[config.mk]
export PLATFORM = sky130hd
export DESIGN_NAME = srd_decode
export DESIGN_NICKNAME = d
export VERILOG_FILES = /design/src/srd_pkg.sv /design/src/srd_decode.sv
export SDC_FILE = /design/constraint.sdc
export NUM_CORES = 1
export LEC_CHECK = 0
export ABC_CLOCK_PERIOD_IN_PS = 1800
export BUFFER_PORTS_ARGS = -buffer_cell sky130_fd_sc_hd__buf_2
export CAP_MARGIN = 20
export CORE_ASPECT_RATIO = 0.7
export CORE_UTILIZATION = 38
export CTS_CLUSTER_SIZE = 25
export DETAILED_ROUTE_END_ITERATION = 8
export PLACE_DENSITY = 0.87
export SETUP_SLACK_MARGIN = 0.2
export SYNTH_ARGS = -nofsm -noshare
export SYNTH_HDL_FRONTEND = slang
export SYNTH_SLANG_ARGS = --single-unit
[constraint.sdc]
create_clock -name clk -period 1.8 [get_ports clk]
set_input_delay 0.09 -clock clk [delete_from_list [all_inputs] [get_ports clk]]
set_output_delay 0.09 -clock clk [all_outputs]
set_load 0.05 [all_outputs]
[src/srd_pkg.sv]
// Package for the switch register space decoder
package srd_pkg;
  localparam int ADDR_W = 16;
  localparam int DATA_W = 8;
  localparam int PORT_MSB = 14;
  localparam int PORT_LSB = 12;
  localparam int PAGE_MSB = 11;
  localparam int PAGE_LSB = 8;
  localparam int REG_MSB = 7;
  localparam int REG_LSB = 0;
  localparam logic [3:0] PORT_GLOBAL = 4'h0;
  localparam logic [3:0] PORT_LAST = 4'h3;
  // Global pages
  localparam logic [3:0] GPG_OPERATION = 4'h0;
  localparam logic [3:0] GPG_IO = 4'h1;
  localparam logic [3:0] GPG_PHY = 4'h2;
  localparam logic [3:0] GPG_SWITCH = 4'h3;
  localparam logic [3:0] GPG_LOOKUP_ENGINE = 4'h4;
  // Port pages
  localparam logic [3:0] PPG_OPERATION = 4'h0;
  localparam logic [3:0] PPG_PHY = 4'h1;
  localparam logic [3:0] PPG_MEDIA = 4'h3;
  localparam logic [3:0] PPG_MAC = 4'h4;
  localparam logic [3:0] PPG_STATISTICS_COUNTERS = 4'h5;
  localparam logic [3:0] PPG_FILTER_LIST = 4'h6;
  localparam logic [3:0] PPG_INGRESS = 4'h8;
  localparam logic [3:0] PPG_EGRESS = 4'h9;
  localparam logic [3:0] PPG_QUEUE = 4'hA;
  localparam logic [3:0] PPG_ADDR_LOOKUP = 4'hB;
  // Identification register offsets within global page 0
  localparam logic [7:0] OFS_IDENT_FIXED = 8'h00;
  localparam logic [7:0] OFS_IDENT_HIGH = 8'h01;
  localparam logic [7:0] OFS_IDENT_LOW = 8'h02;
  localparam logic [7:0] OFS_REV_RESET = 8'h03;
  localparam logic [7:0] IDENT_FIXED_VAL = 8'h00;
  localparam int REV_MSB = 7;
  localparam int REV_LSB = 4;
  localparam int SOFT_RST_BIT = 0;
  localparam logic SOFT_RST_RESET = 1'b0;
  // Region selector codes
  typedef enum logic [4:0] {
    SRD_RG_NONE,
    SRD_RG_G_OPERATION,
    SRD_RG_G_IO,
    SRD_RG_G_PHY,
    SRD_RG_G_SWITCH,
    SRD_RG_G_LOOKUP_ENGINE,
    SRD_RG_P_OPERATION,
    SRD_RG_P_PHY,
    SRD_RG_P_MEDIA,
    SRD_RG_P_MAC,
    SRD_RG_P_STATISTICS_COUNTERS,
    SRD_RG_P_FILTER_LIST,
    SRD_RG_P_INGRESS,
    SRD_RG_P_EGRESS,
    SRD_RG_P_QUEUE,
    SRD_RG_P_ADDR_LOOKUP
  } srd_region_e;
endpackage

[src/srd_decode.sv]
// Register space decoder with global identification and soft reset
// Summary of operation
// - The 16-bit byte address splits into a 4-bit port, a 4-bit page and an 8-bit offset.
// - Port zero selects global space and ports one to three select that switch port.
// - Address bit 15 is always zero and is ignored by the decoder.
// - Every register is reached one byte at a time, in any order.
// - Wider registers place their most significant byte at the lowest address.
// - Global pages 0 to 4 are operation, I/O, PHY, switch and lookup engine; 5 to 15 reserved.
// - Port pages 0,1,3,4,5,6,8,9,A,B map to their functions; 2, 7 and C to F are reserved.
// - Serial links reach all registers while the management link reaches per-port PHY pages only, not global PHY page 2.
// - Global bytes 0 to 2 read a fixed byte, then the high and low chip identifier bytes.
// - Global byte 3 bits 7:4 read the revision code and bits 3:1 read zero.
// - Writing one to global byte 3 bit 0 pulses a datapath reset that clears itself.
`timescale 1ns/1ps
`default_nettype none
module srd_decode #(
  parameter logic [7:0] CHIP_ID_HIGH = 8'h5A, // Arbitrary value
  parameter logic [7:0] CHIP_ID_LOW = 8'hA5, // Arbitrary value
  parameter logic [3:0] REVISION = 4'h1 // Arbitrary value
) (
  input wire logic clk,
  input wire logic rst_n,
  input wire logic req_valid,
  input wire logic req_write,
  input wire logic req_mgmt_link,
  input wire logic [srd_pkg::ADDR_W-1:0] req_addr,
  input wire logic [srd_pkg::DATA_W-1:0] req_wdata,
  output logic [srd_pkg::DATA_W-1:0] rd_data,
  output logic rd_valid,
  output logic [3:0] sel_port,
  output logic [3:0] sel_page,
  output logic [7:0] sel_offset,
  output srd_pkg::srd_region_e sel_region,
  output logic sel_read,
  output logic sel_write,
  input wire logic [srd_pkg::DATA_W-1:0] sub_rdata,
  output logic soft_reset
);
  import srd_pkg::*;

  logic [3:0] port_f;
  logic [3:0] page_f;
  logic [7:0] ofs_f;
  logic port_space;
  srd_region_e region;
  logic allowed;
  logic ident_hit;
  logic soft_rst_hit;
  logic rd_req;
  logic wr_req;
  logic [7:0] ident_data;
  logic [7:0] rd_data_d;
  logic [7:0] rd_data_q;
  logic rd_valid_d;
  logic rd_valid_q;
  logic soft_reset_d;
  logic soft_reset_q;

  // Port field with bit 15 forced to zero
  function automatic logic [3:0] port_of(input logic [ADDR_W-1:0] a);
    port_of = {1'b0, a[PORT_MSB:PORT_LSB]};
  endfunction

  // Ports one to three; bit 15 already masked
  function automatic logic is_port_space(input logic [3:0] p);
    logic hit;
    hit = 1'b0;
    if ((p != PORT_GLOBAL) && (p <= PORT_LAST)) begin
      hit = 1'b1;
    end
    return hit;
  endfunction

  function automatic srd_region_e global_page(input logic [3:0] pg);
    srd_region_e r;
    r = SRD_RG_NONE;
    case (pg)
      GPG_OPERATION: begin
        r = SRD_RG_G_OPERATION;
      end
      GPG_IO: begin
        r = SRD_RG_G_IO;
      end
      GPG_PHY: begin
        r = SRD_RG_G_PHY;
      end
      GPG_SWITCH: begin
        r = SRD_RG_G_SWITCH;
      end
      GPG_LOOKUP_ENGINE: begin
        r = SRD_RG_G_LOOKUP_ENGINE;
      end
      default: begin
        r = SRD_RG_NONE;
      end
    endcase
    return r;
  endfunction

  function automatic srd_region_e port_page(input logic [3:0] pg);
    srd_region_e r;
    r = SRD_RG_NONE;
    case (pg)
      PPG_OPERATION: begin
        r = SRD_RG_P_OPERATION;
      end
      PPG_PHY: begin
        r = SRD_RG_P_PHY;
      end
      PPG_MEDIA: begin
        r = SRD_RG_P_MEDIA;
      end
      PPG_MAC: begin
        r = SRD_RG_P_MAC;
      end
      PPG_STATISTICS_COUNTERS: begin
        r = SRD_RG_P_STATISTICS_COUNTERS;
      end
      PPG_FILTER_LIST: begin
        r = SRD_RG_P_FILTER_LIST;
      end
      PPG_INGRESS: begin
        r = SRD_RG_P_INGRESS;
      end
      PPG_EGRESS: begin
        r = SRD_RG_P_EGRESS;
      end
      PPG_QUEUE: begin
        r = SRD_RG_P_QUEUE;
      end
      PPG_ADDR_LOOKUP: begin
        r = SRD_RG_P_ADDR_LOOKUP;
      end
      default: begin
        r = SRD_RG_NONE;
      end
    endcase
    return r;
  endfunction

  // Management link may only touch per-port PHY pages
  function automatic logic reachable(input srd_region_e r, input logic mgmt);
    logic ok;
    ok = 1'b0;
    if (r == SRD_RG_NONE) begin
      ok = 1'b0;
    end else if (!mgmt) begin
      ok = 1'b1;
    end else begin
      ok = (r == SRD_RG_P_PHY);
    end
    return ok;
  endfunction

  // Only offsets 0 to 3 of global page 0 are local
  function automatic logic is_ident(input srd_region_e r, input logic [7:0] ofs);
    logic hit;
    hit = 1'b0;
    if ((r == SRD_RG_G_OPERATION) && (ofs <= OFS_REV_RESET)) begin
      hit = 1'b1;
    end
    return hit;
  endfunction

  // Identification bytes, most significant first
  function automatic logic [7:0] ident_byte(input logic [7:0] ofs);
    logic [7:0] b;
    b = 8'h00;
    if (ofs == OFS_IDENT_FIXED) begin
      b = IDENT_FIXED_VAL;
    end else if (ofs == OFS_IDENT_HIGH) begin
      b = CHIP_ID_HIGH;
    end else if (ofs == OFS_IDENT_LOW) begin
      b = CHIP_ID_LOW;
    end else begin
      // Soft reset bit always reads back zero
      b = {REVISION, 3'h0, 1'b0};
    end
    return b;
  endfunction

  assign port_f = port_of(req_addr);
  assign page_f = req_addr[PAGE_MSB:PAGE_LSB];
  assign ofs_f = req_addr[REG_MSB:REG_LSB];
  assign port_space = is_port_space(port_f);

  always_comb begin
    rd_req = req_valid && !req_write;
    wr_req = req_valid && req_write;
  end

  // Ports four to seven decode as reserved
  always_comb begin
    if (port_f == PORT_GLOBAL) begin
      region = global_page(page_f);
    end else if (port_space) begin
      region = port_page(page_f);
    end else begin
      region = SRD_RG_NONE;
    end
  end

  assign allowed = reachable(region, req_mgmt_link);

  // Bytes 0 to 3 of global page 0 are answered here, not by the owner
  assign ident_hit = allowed && is_ident(region, ofs_f);
  assign ident_data = ident_byte(ofs_f);

  always_comb begin
    soft_rst_hit = 1'b0;
    if (wr_req && ident_hit && (ofs_f == OFS_REV_RESET)) begin
      soft_rst_hit = 1'b1;
    end
  end

  // Steering outputs follow the request combinationally
  always_comb begin
    sel_port = port_f;
    sel_page = page_f;
    sel_offset = ofs_f;
  end

  always_comb begin
    sel_region = SRD_RG_NONE;
    if (allowed) begin
      sel_region = region;
    end
  end

  // Ident bytes never strobe the owners, so a write there is dropped apart from the byte 3 soft reset bit
  always_comb begin
    sel_read = 1'b0;
    sel_write = 1'b0;
    if (allowed && !ident_hit) begin
      sel_read = rd_req;
      sel_write = wr_req;
    end
  end

  // Reserved reads return zero rather than stale owner data
  always_comb begin
    rd_data_d = rd_data_q;
    if (rd_req) begin
      if (ident_hit) begin
        rd_data_d = ident_data;
      end else if (allowed) begin
        rd_data_d = sub_rdata;
      end else begin
        rd_data_d = 8'h00;
      end
    end
  end

  // Even reserved reads are answered so the host never waits
  always_comb begin
    rd_valid_d = 1'b0;
    if (rd_req) begin
      rd_valid_d = 1'b1;
    end
  end

  // Self-clearing: one cycle pulse, registers outside keep their values
  always_comb begin
    soft_reset_d = 1'b0;
    if (soft_rst_hit) begin
      soft_reset_d = req_wdata[SOFT_RST_BIT];
    end
  end

  // Read data holds until the next read
  always_ff @(posedge clk or negedge rst_n) begin
    if (!rst_n) begin
      rd_data_q <= 8'h00;
    end else begin
      rd_data_q <= rd_data_d;
    end
  end

  always_ff @(posedge clk or negedge rst_n) begin
    if (!rst_n) begin
      rd_valid_q <= 1'b0;
    end else begin
      rd_valid_q <= rd_valid_d;
    end
  end

  always_ff @(posedge clk or negedge rst_n) begin
    if (!rst_n) begin
      soft_reset_q <= SOFT_RST_RESET;
    end else begin
      soft_reset_q <= soft_reset_d;
    end
  end

  assign rd_data = rd_data_q;
  assign rd_valid = rd_valid_q;
  assign soft_reset = soft_reset_q;
endmodule
`default_nettype wire

==> results.json, run 1 <==
{
  "antenna_cells": 0,
  "grt_pass1_vias": 1232,
  "port_buffers": 59,
  "final_cell_mix": "52 x buf_2, 23 x buf_4, 10 x dfrtp_1, 9 x nand2_1, 7 x nor2_1",
  "dp.final_hpwl_mm": 2.595,
  "antenna_found_initial": 0,
  "fmax_mhz": 496.6,
  "start_util_pct": 41.53,
  "ant_nets": 0,
  "crit_slowest_cell": "or4b_4",
  "violations": "negative setup slack",
  "synthMuxAreaShare_pct": 0.9512,
  "maxCapViolCount": 0,
  "layout_commonest_cell": "buf_2",
  "yosys.area.top_type": "dfrtp_1",
  "wl_met2_mm": 1.903,
  "setup_viol": 12,
  "drcViolationCount": 0,
  "highest_layer": "met4",
  "synth-edff-count": 0,
  "nFillCells": 170,
  "tightest_slew_ps": 584.9,
  "synth-compound-area-share_pct": 22.83,
  "hold_class": "in2reg",
  "grt_pass1_wl_mm": 5.768,
  "crit_top_cell": "buf_8",
  "grt_overflow": 0,
  "hold_violations": 0,
  "viasPerCell": 5.546,
  "hold_depth": 2,
  "synth_top_family_by_area": "simple AND/OR/NAND/NOR gates",
  "root_buffer": "clkbuf_8",
  "grt_usage_pct": 25.96,
  "synth_area_leaders": "dfrtp_1 24%, buf_4 13%, ha_1 5.9%",
  "startpoint_type": "input port",
  "synth_flop_cell": "dfrtp_1",
  "min_period_ps": 2014,
  "yosys_warnings": 0,
  "required_ps": 1710,
  "cellLeakagePower_nw": 0.8666,
  "synthSimpleGateAreaFrac_pct": 29.01,
  "path_clk_slew_ps": 40,
  "ir_drop_mv": 0.3549,
  "end_kind": "output port",
  "cts.path.max_buffers": 2,
  "synthArstFlopShare_pct": 100.0,
  "wl_met1_mm": 1.664,
  "worstPathMaxFanout": 4,
  "synth-xor-area-share_pct": 0,
  "fin_crit_sh_pct": 111.9,
  "relSlewSlack_pct": 61.01,
  "postSynthCellCount": 122,
  "synth_cell_type_count": 42,
  "slew_viol_final": 0,
  "synth-seq-cells": 10,
  "outcome": "finished, violations left",
  "synth.cell_area_sq_mm": 0.001052,
  "skew_ps": 0,
  "io_pins": 70,
  "drive_gt1_share_pct": 64.10,
  "first_pass_iters": 4,
  "gp_congestion": 0.8801,
  "seq_area_frac_synth_pct": 23.78,
  "wl_mm": 3.949,
  "die_w_um": 64.90,
  "routedWlPerCell_um": 17.24,
  "layout_setup_ws_ps": -213.6,
  "nets": 239,
  "dieArea_sq_mm": 0.002987,
  "cts_tree": "done",
  "slowest_delay_ps": 530,
  "cts_buffers": 3,
  "powerDensity_mw_per_mm2": 575.8,
  "synthToLayoutAreaGrowth_pct": 72.41,
  "cts.sinks": 10,
  "coreArea_sq_mm": 0.002534,
  "rows": 15,
  "drt-initial-drc-count": 69,
  "insertion_delay_ps": 240,
  "reg2regPathDepth": 2,
  "synth_fa_ha_area_share_pct": 5.945,
  "die_y_um": 46.03,
  "fin_setup_tns_ps": -1185,
  "synth_top_area_share_pct": 23.78,
  "rsz0062_at_grt": "true",
  "dp_slack_ps": -430.3,
  "h-tree-depth": 1,
  "vias": 1270,
  "cp_data_arrival_time_ps": 1920,
  "syn_area_per_cell_sq_um": 8.625,
  "critPathKind": "in2out",
  "grt_max_degree": 14,
  "path_cells": "buf_12, buf_8, ha_4, or4b_4, nand3_4, o211ai_4, o21ai_4, o2bb2ai_4, and3_4, buf_8",
  "met3_length_um": 251
}
-- power breakdown --
part / switching (mW) / internal [mW] / total (mW)
logic: 0.343 / 0.207 / 0.550
clock network: 0.0927 / 0.147 / 0.240
registers: 0.0107 / 0.245 / 0.255
total: 0.447 / 0.598 / 1.04
-- stage by stage --
stage | cell area [sq um] | power, mW | util (%) | hold WS (ps) | cells
floorplan | 1161 | 0.5973 | - | -205.6 | 123
global placement | 1528 | 0.7181 | 60.30 | -46.33 | 216
detailed placement | 1528 | 0.7333 | 60.30 | -37.83 | 216
CTS | 1737 | 1.008 | 68.54 | 97.92 | 224
global route | 1814 | 1.081 | 71.60 | 116.9 | 229
finish | 1814 | 1.045 | 71.60 | 114.7 | 229
-- registers in the layout (all words and copies together), names as in the netlist --
register,flops
rd_data,8
soft_reset,1
rd_valid,1
-- cell type report --
| class | count | area, sq um | area share, % |
|---|---|---|---|
| Sequential cell | 10 | 250.2 | 13.79 |
| Tap cell | 34 | 42.54 | 2.345 |
| Clock buffer | 3 | 41.29 | 2.276 |
| Multi-Input combinational cell | 85 | 790.8 | 43.59 |
| Timing Repair Buffer | 90 | 645.6 | 35.59 |
| Inverter | 7 | 43.79 | 2.414 |
-- cell families (layout without fill, tap and decap cells) --
group	after synthesis	in the layout
flip-flops	10	10
other	1	2
adder cells (fa/ha/maj)	5	5
multiplexers	1	1
AND/OR/NAND/NOR	49	49
buffers and inverters	28	100
AO/OA/AOI/OAI	28	28
-- path summary, 6_finish.rpt --
check	startpoint	slack, ps	end
worst max-delay path	req_addr[8]	-210	sel_write
worst min-delay path	sub_rdata[2]	110	rd_data[2]
worst max register to register	rd_data[7]	830	rd_data[7]
worst min register to register	rd_data[6]	520	rd_data[6]
max in group asynchronous	rst_n	1320	rd_data[7]
min in group asynchronous	rst_n	260	rd_data[6]
-- cell usage after synthesis, types with 2 or more instances --
master     n
and3_1     2
clkbuf_1   2
o211ai_1   4
nor2_1    11
dfrtp_1   10
nand3_1    5
nand2_1    9
nand2b_1   2
or4_1      2
nor3_1     4
ha_1       5
a311o_1    4
a21oi_1    3
o21a_1     3
o21ai_1    3
inv_1      6
buf_4     18
and2_1     5
-- layer usage --
layer | track usage [%] | vias to the layer above
met4 | 9.333 | 0
met3 | 5.000 | 14
met1 | 32.14 | 620
li1 | - | 564
met5 | 0 | -
met2 | 45.63 | 72
-- timing repair --
action | CTS | global route
pin swaps | 11 | 8
buffers inserted | 4 | 5
hold endpoints to repair | 10 | 0
cloned | 0 | 0
resized for setup | 31 | 8
hold buffers | 1 | 0
setup endpoints to repair | 14 | 14
-- critical path: cells and delay by family --
kind | cells | cell delay (ps)
and+or+nand+nor | 3 | 820
AOI/OAI and AO/OA | 3 | 490
buffers and inverters | 3 | 370
adders and majority gates | 1 | 150
(Power assumes the default switching activity.)
==> run 2, diff against run 1 <==
- CTS_BUF_LIST: unset -> sky130_fd_sc_hd__clkbuf_16
- MAX_ROUTING_LAYER: unset -> met4
==> run 2 against run 1 <==
Utilization fell by 0.40 points. The run still ends with negative setup slack left. Largest power group unchanged. Final area down 0.55%. Critical endpoint is now sel_read. Sequential share of layout area grew 0.077 points. Non-clock buffer count shrank 3. Sequential power barely moved. Cell count fell by 1.3%. Total power increased by 15%. Highest routed layer unchanged.
==> results.json, run 2 (synthesized netlist as in run 1, its figures left out) <==
{
  "viasPerCell": 5.562,
  "critPathKind": "in2out",
  "powerDensity_mw_per_mm2": 663.5,
  "ant_nets": 0,
  "slew_viol_final": 0,
  "cts.sinks": 10,
  "end_kind": "output port",
  "grt_pass1_vias": 1236,
  "die_y_um": 46.03,
  "antenna_cells": 0,
  "r2r_setup_slack_ps": 800,
  "sw_frac_of_total_pct": 38.42,
  "antenna_found_initial": 0,
  "grt_usage_pct": 29.50,
  "nFillCells": 170,
  "p_switching_uw": 459.9,
  "hold_depth": 2,
  "seqPwrFrac_pct": 21.4,
  "skew_ps": 0,
  "fmax_mhz": 478.4,
  "drive_gt1_share_pct": 61.98,
  "root_buffer": "clkbuf_16",
  "fin_crit_sh_pct": 116.1,
  "path_clk_slew_ps": 40,
  "insertion_delay_ps": 230,
  "cp_data_arrival_time_ps": 2000,
  "h-tree-depth": 1,
  "rsz0062_at_grt": "true",
  "hold_class": "in2reg",
  "dp.final_hpwl_mm": 2.595,
  "fin_util_pct": 71.21,
  "vias": 1257,
  "required_ps": 1710,
  "rows": 15,
  "cp-startpoint": "req_addr[12]",
  "start_util_pct": 41.53,
  "largest_reg_flops": 8,
  "worstPathMaxFanout": 6,
  "power_frac_comb_pct": 46.2,
  "violations": "negative setup slack",
  "io_pins": 70,
  "nets": 236,
  "layout_setup_ws_ps": -290.1,
  "startpoint_type": "input port",
  "port_buffers": 59,
  "dieArea_sq_mm": 0.002987,
  "drcViolationCount": 0,
  "r2r-start": "rd_data[7]",
  "relSlewSlack_pct": 58.34,
  "ir_drop_mv": 0.4331,
  "layout_commonest_cell": "buf_2",
  "outcome": "finished, violations left",
  "min_period_ps": 2090,
  "synthToLayoutAreaGrowth_pct": 71.46,
  "setup_viol": 12,
  "die_w_um": 64.90,
  "first_pass_iters": 4,
  "drt-initial-drc-count": 56,
  "r2r_end": "rd_data[7]",
  "maxCapViolCount": 0,
  "gp_congestion": 0.8946,
  "final_cell_mix": "52 x buf_2, 22 x buf_4, 10 x dfrtp_1, 9 x nand2_1, 8 x nor2_1",
  "hold_violations": 0,
  "grt_max_degree": 14,
  "grt_pass1_wl_mm": 6.120,
  "p_int_uw": 737.2,
  "reg2regPathDepth": 2,
  "finalPower_mw": 1.197,
  "tightest_slew_ps": 624.9,
  "clkPwrFrac_pct": 32.5,
  "wl_mm": 4.341,
  "cts_tree": "done",
  "coreArea_sq_mm": 0.002534,
  "endpoint": "sel_read",
  "cts_buffers": 3,
  "grt_overflow": 0,
  "routedWlPerCell_um": 19.21,
  "cellLeakagePower_nw": 0.8673,
  "cts.path.max_buffers": 2
}
## run 2: how the worst min path moves through the flow
| stage | start | to | slack, ps |
|---|---|---|---|
| 6_report | sub_rdata[5] | rd_data[5] | 110 |
| 5_1_grt | sub_rdata[5] | rd_data[5] | 120 |
| 4_1_cts | sub_rdata[4] | rd_data[4] | 100 |
| 3_5_place_dp | rst_n | rd_data[6] | -40 |
| 3_3_place_gp | rst_n | rd_data[3] | -50 |
| 2_1_floorplan | rst_n | rd_data[0] | -210 |
## run 2: per-layer routing
layer / wire length, um / global-route usage (%)
met1: 1800 / 32.78
met2: 2065 / 49.38
met3: 248 / 8.500
met4: 227 / 14.67
met5: 0 / -
## run 2: area by class of cell
class | count | area, sq um | area share (%)
Clock buffer | 3 | 75.07 | 4.161
Inverter | 7 | 46.29 | 2.566
Multi-Input combinational cell | 85 | 774.5 | 42.93
Sequential cell | 10 | 250.2 | 13.87
Tap cell | 34 | 42.54 | 2.358
Timing Repair Buffer | 87 | 615.6 | 34.12
## run 2: per-stage QoR
stage | cell area, sq um | hold slack (ps) | TNS, ps | std cells | worst slack [ps]
finish | 1804 | 111.4 | -2382 | 226 | -290.1
global route | 1804 | 120.6 | -2924 | 226 | -290.1
CTS | 1783 | 98.48 | -973.7 | 225 | -165.1
detailed placement | 1528 | -37.83 | -4749 | 216 | -430.3
global placement | 1528 | -46.33 | -3959 | 216 | -370.1
floorplan | 1161 | -205.6 | -284.8 | 123 | -67.23
## run 2: worst max-delay path, cell delays in order
cell and delay, ps:
buf_2 110, nor2_1 420, a21oi_1 120, a221o_2 520, o21ai_4 230, buf_6 140, a2bb2oi_4 60, nor2_4 130
buf_8 160
## run 2: timing repair
action	4_1_cts	5_1_grt
resized for setup	31	4
pin swaps	12	4
setup buffers	5	1
hold buffers	1	0
setup endpoints to repair	14	14
endpoints found under the hold margin	10	0
## run 2: power by group through the flow
stage / registers [mW] / clock network (mW) / logic [mW]
global placement: 0.256 / 0 / 0.463
finish: 0.256 / 0.389 / 0.552
CTS: 0.255 / 0.386 / 0.527
floorplan: 0.325 / 0 / 0.272
detailed placement: 0.258 / 0 / 0.476
global route: 0.257 / 0.403 / 0.575
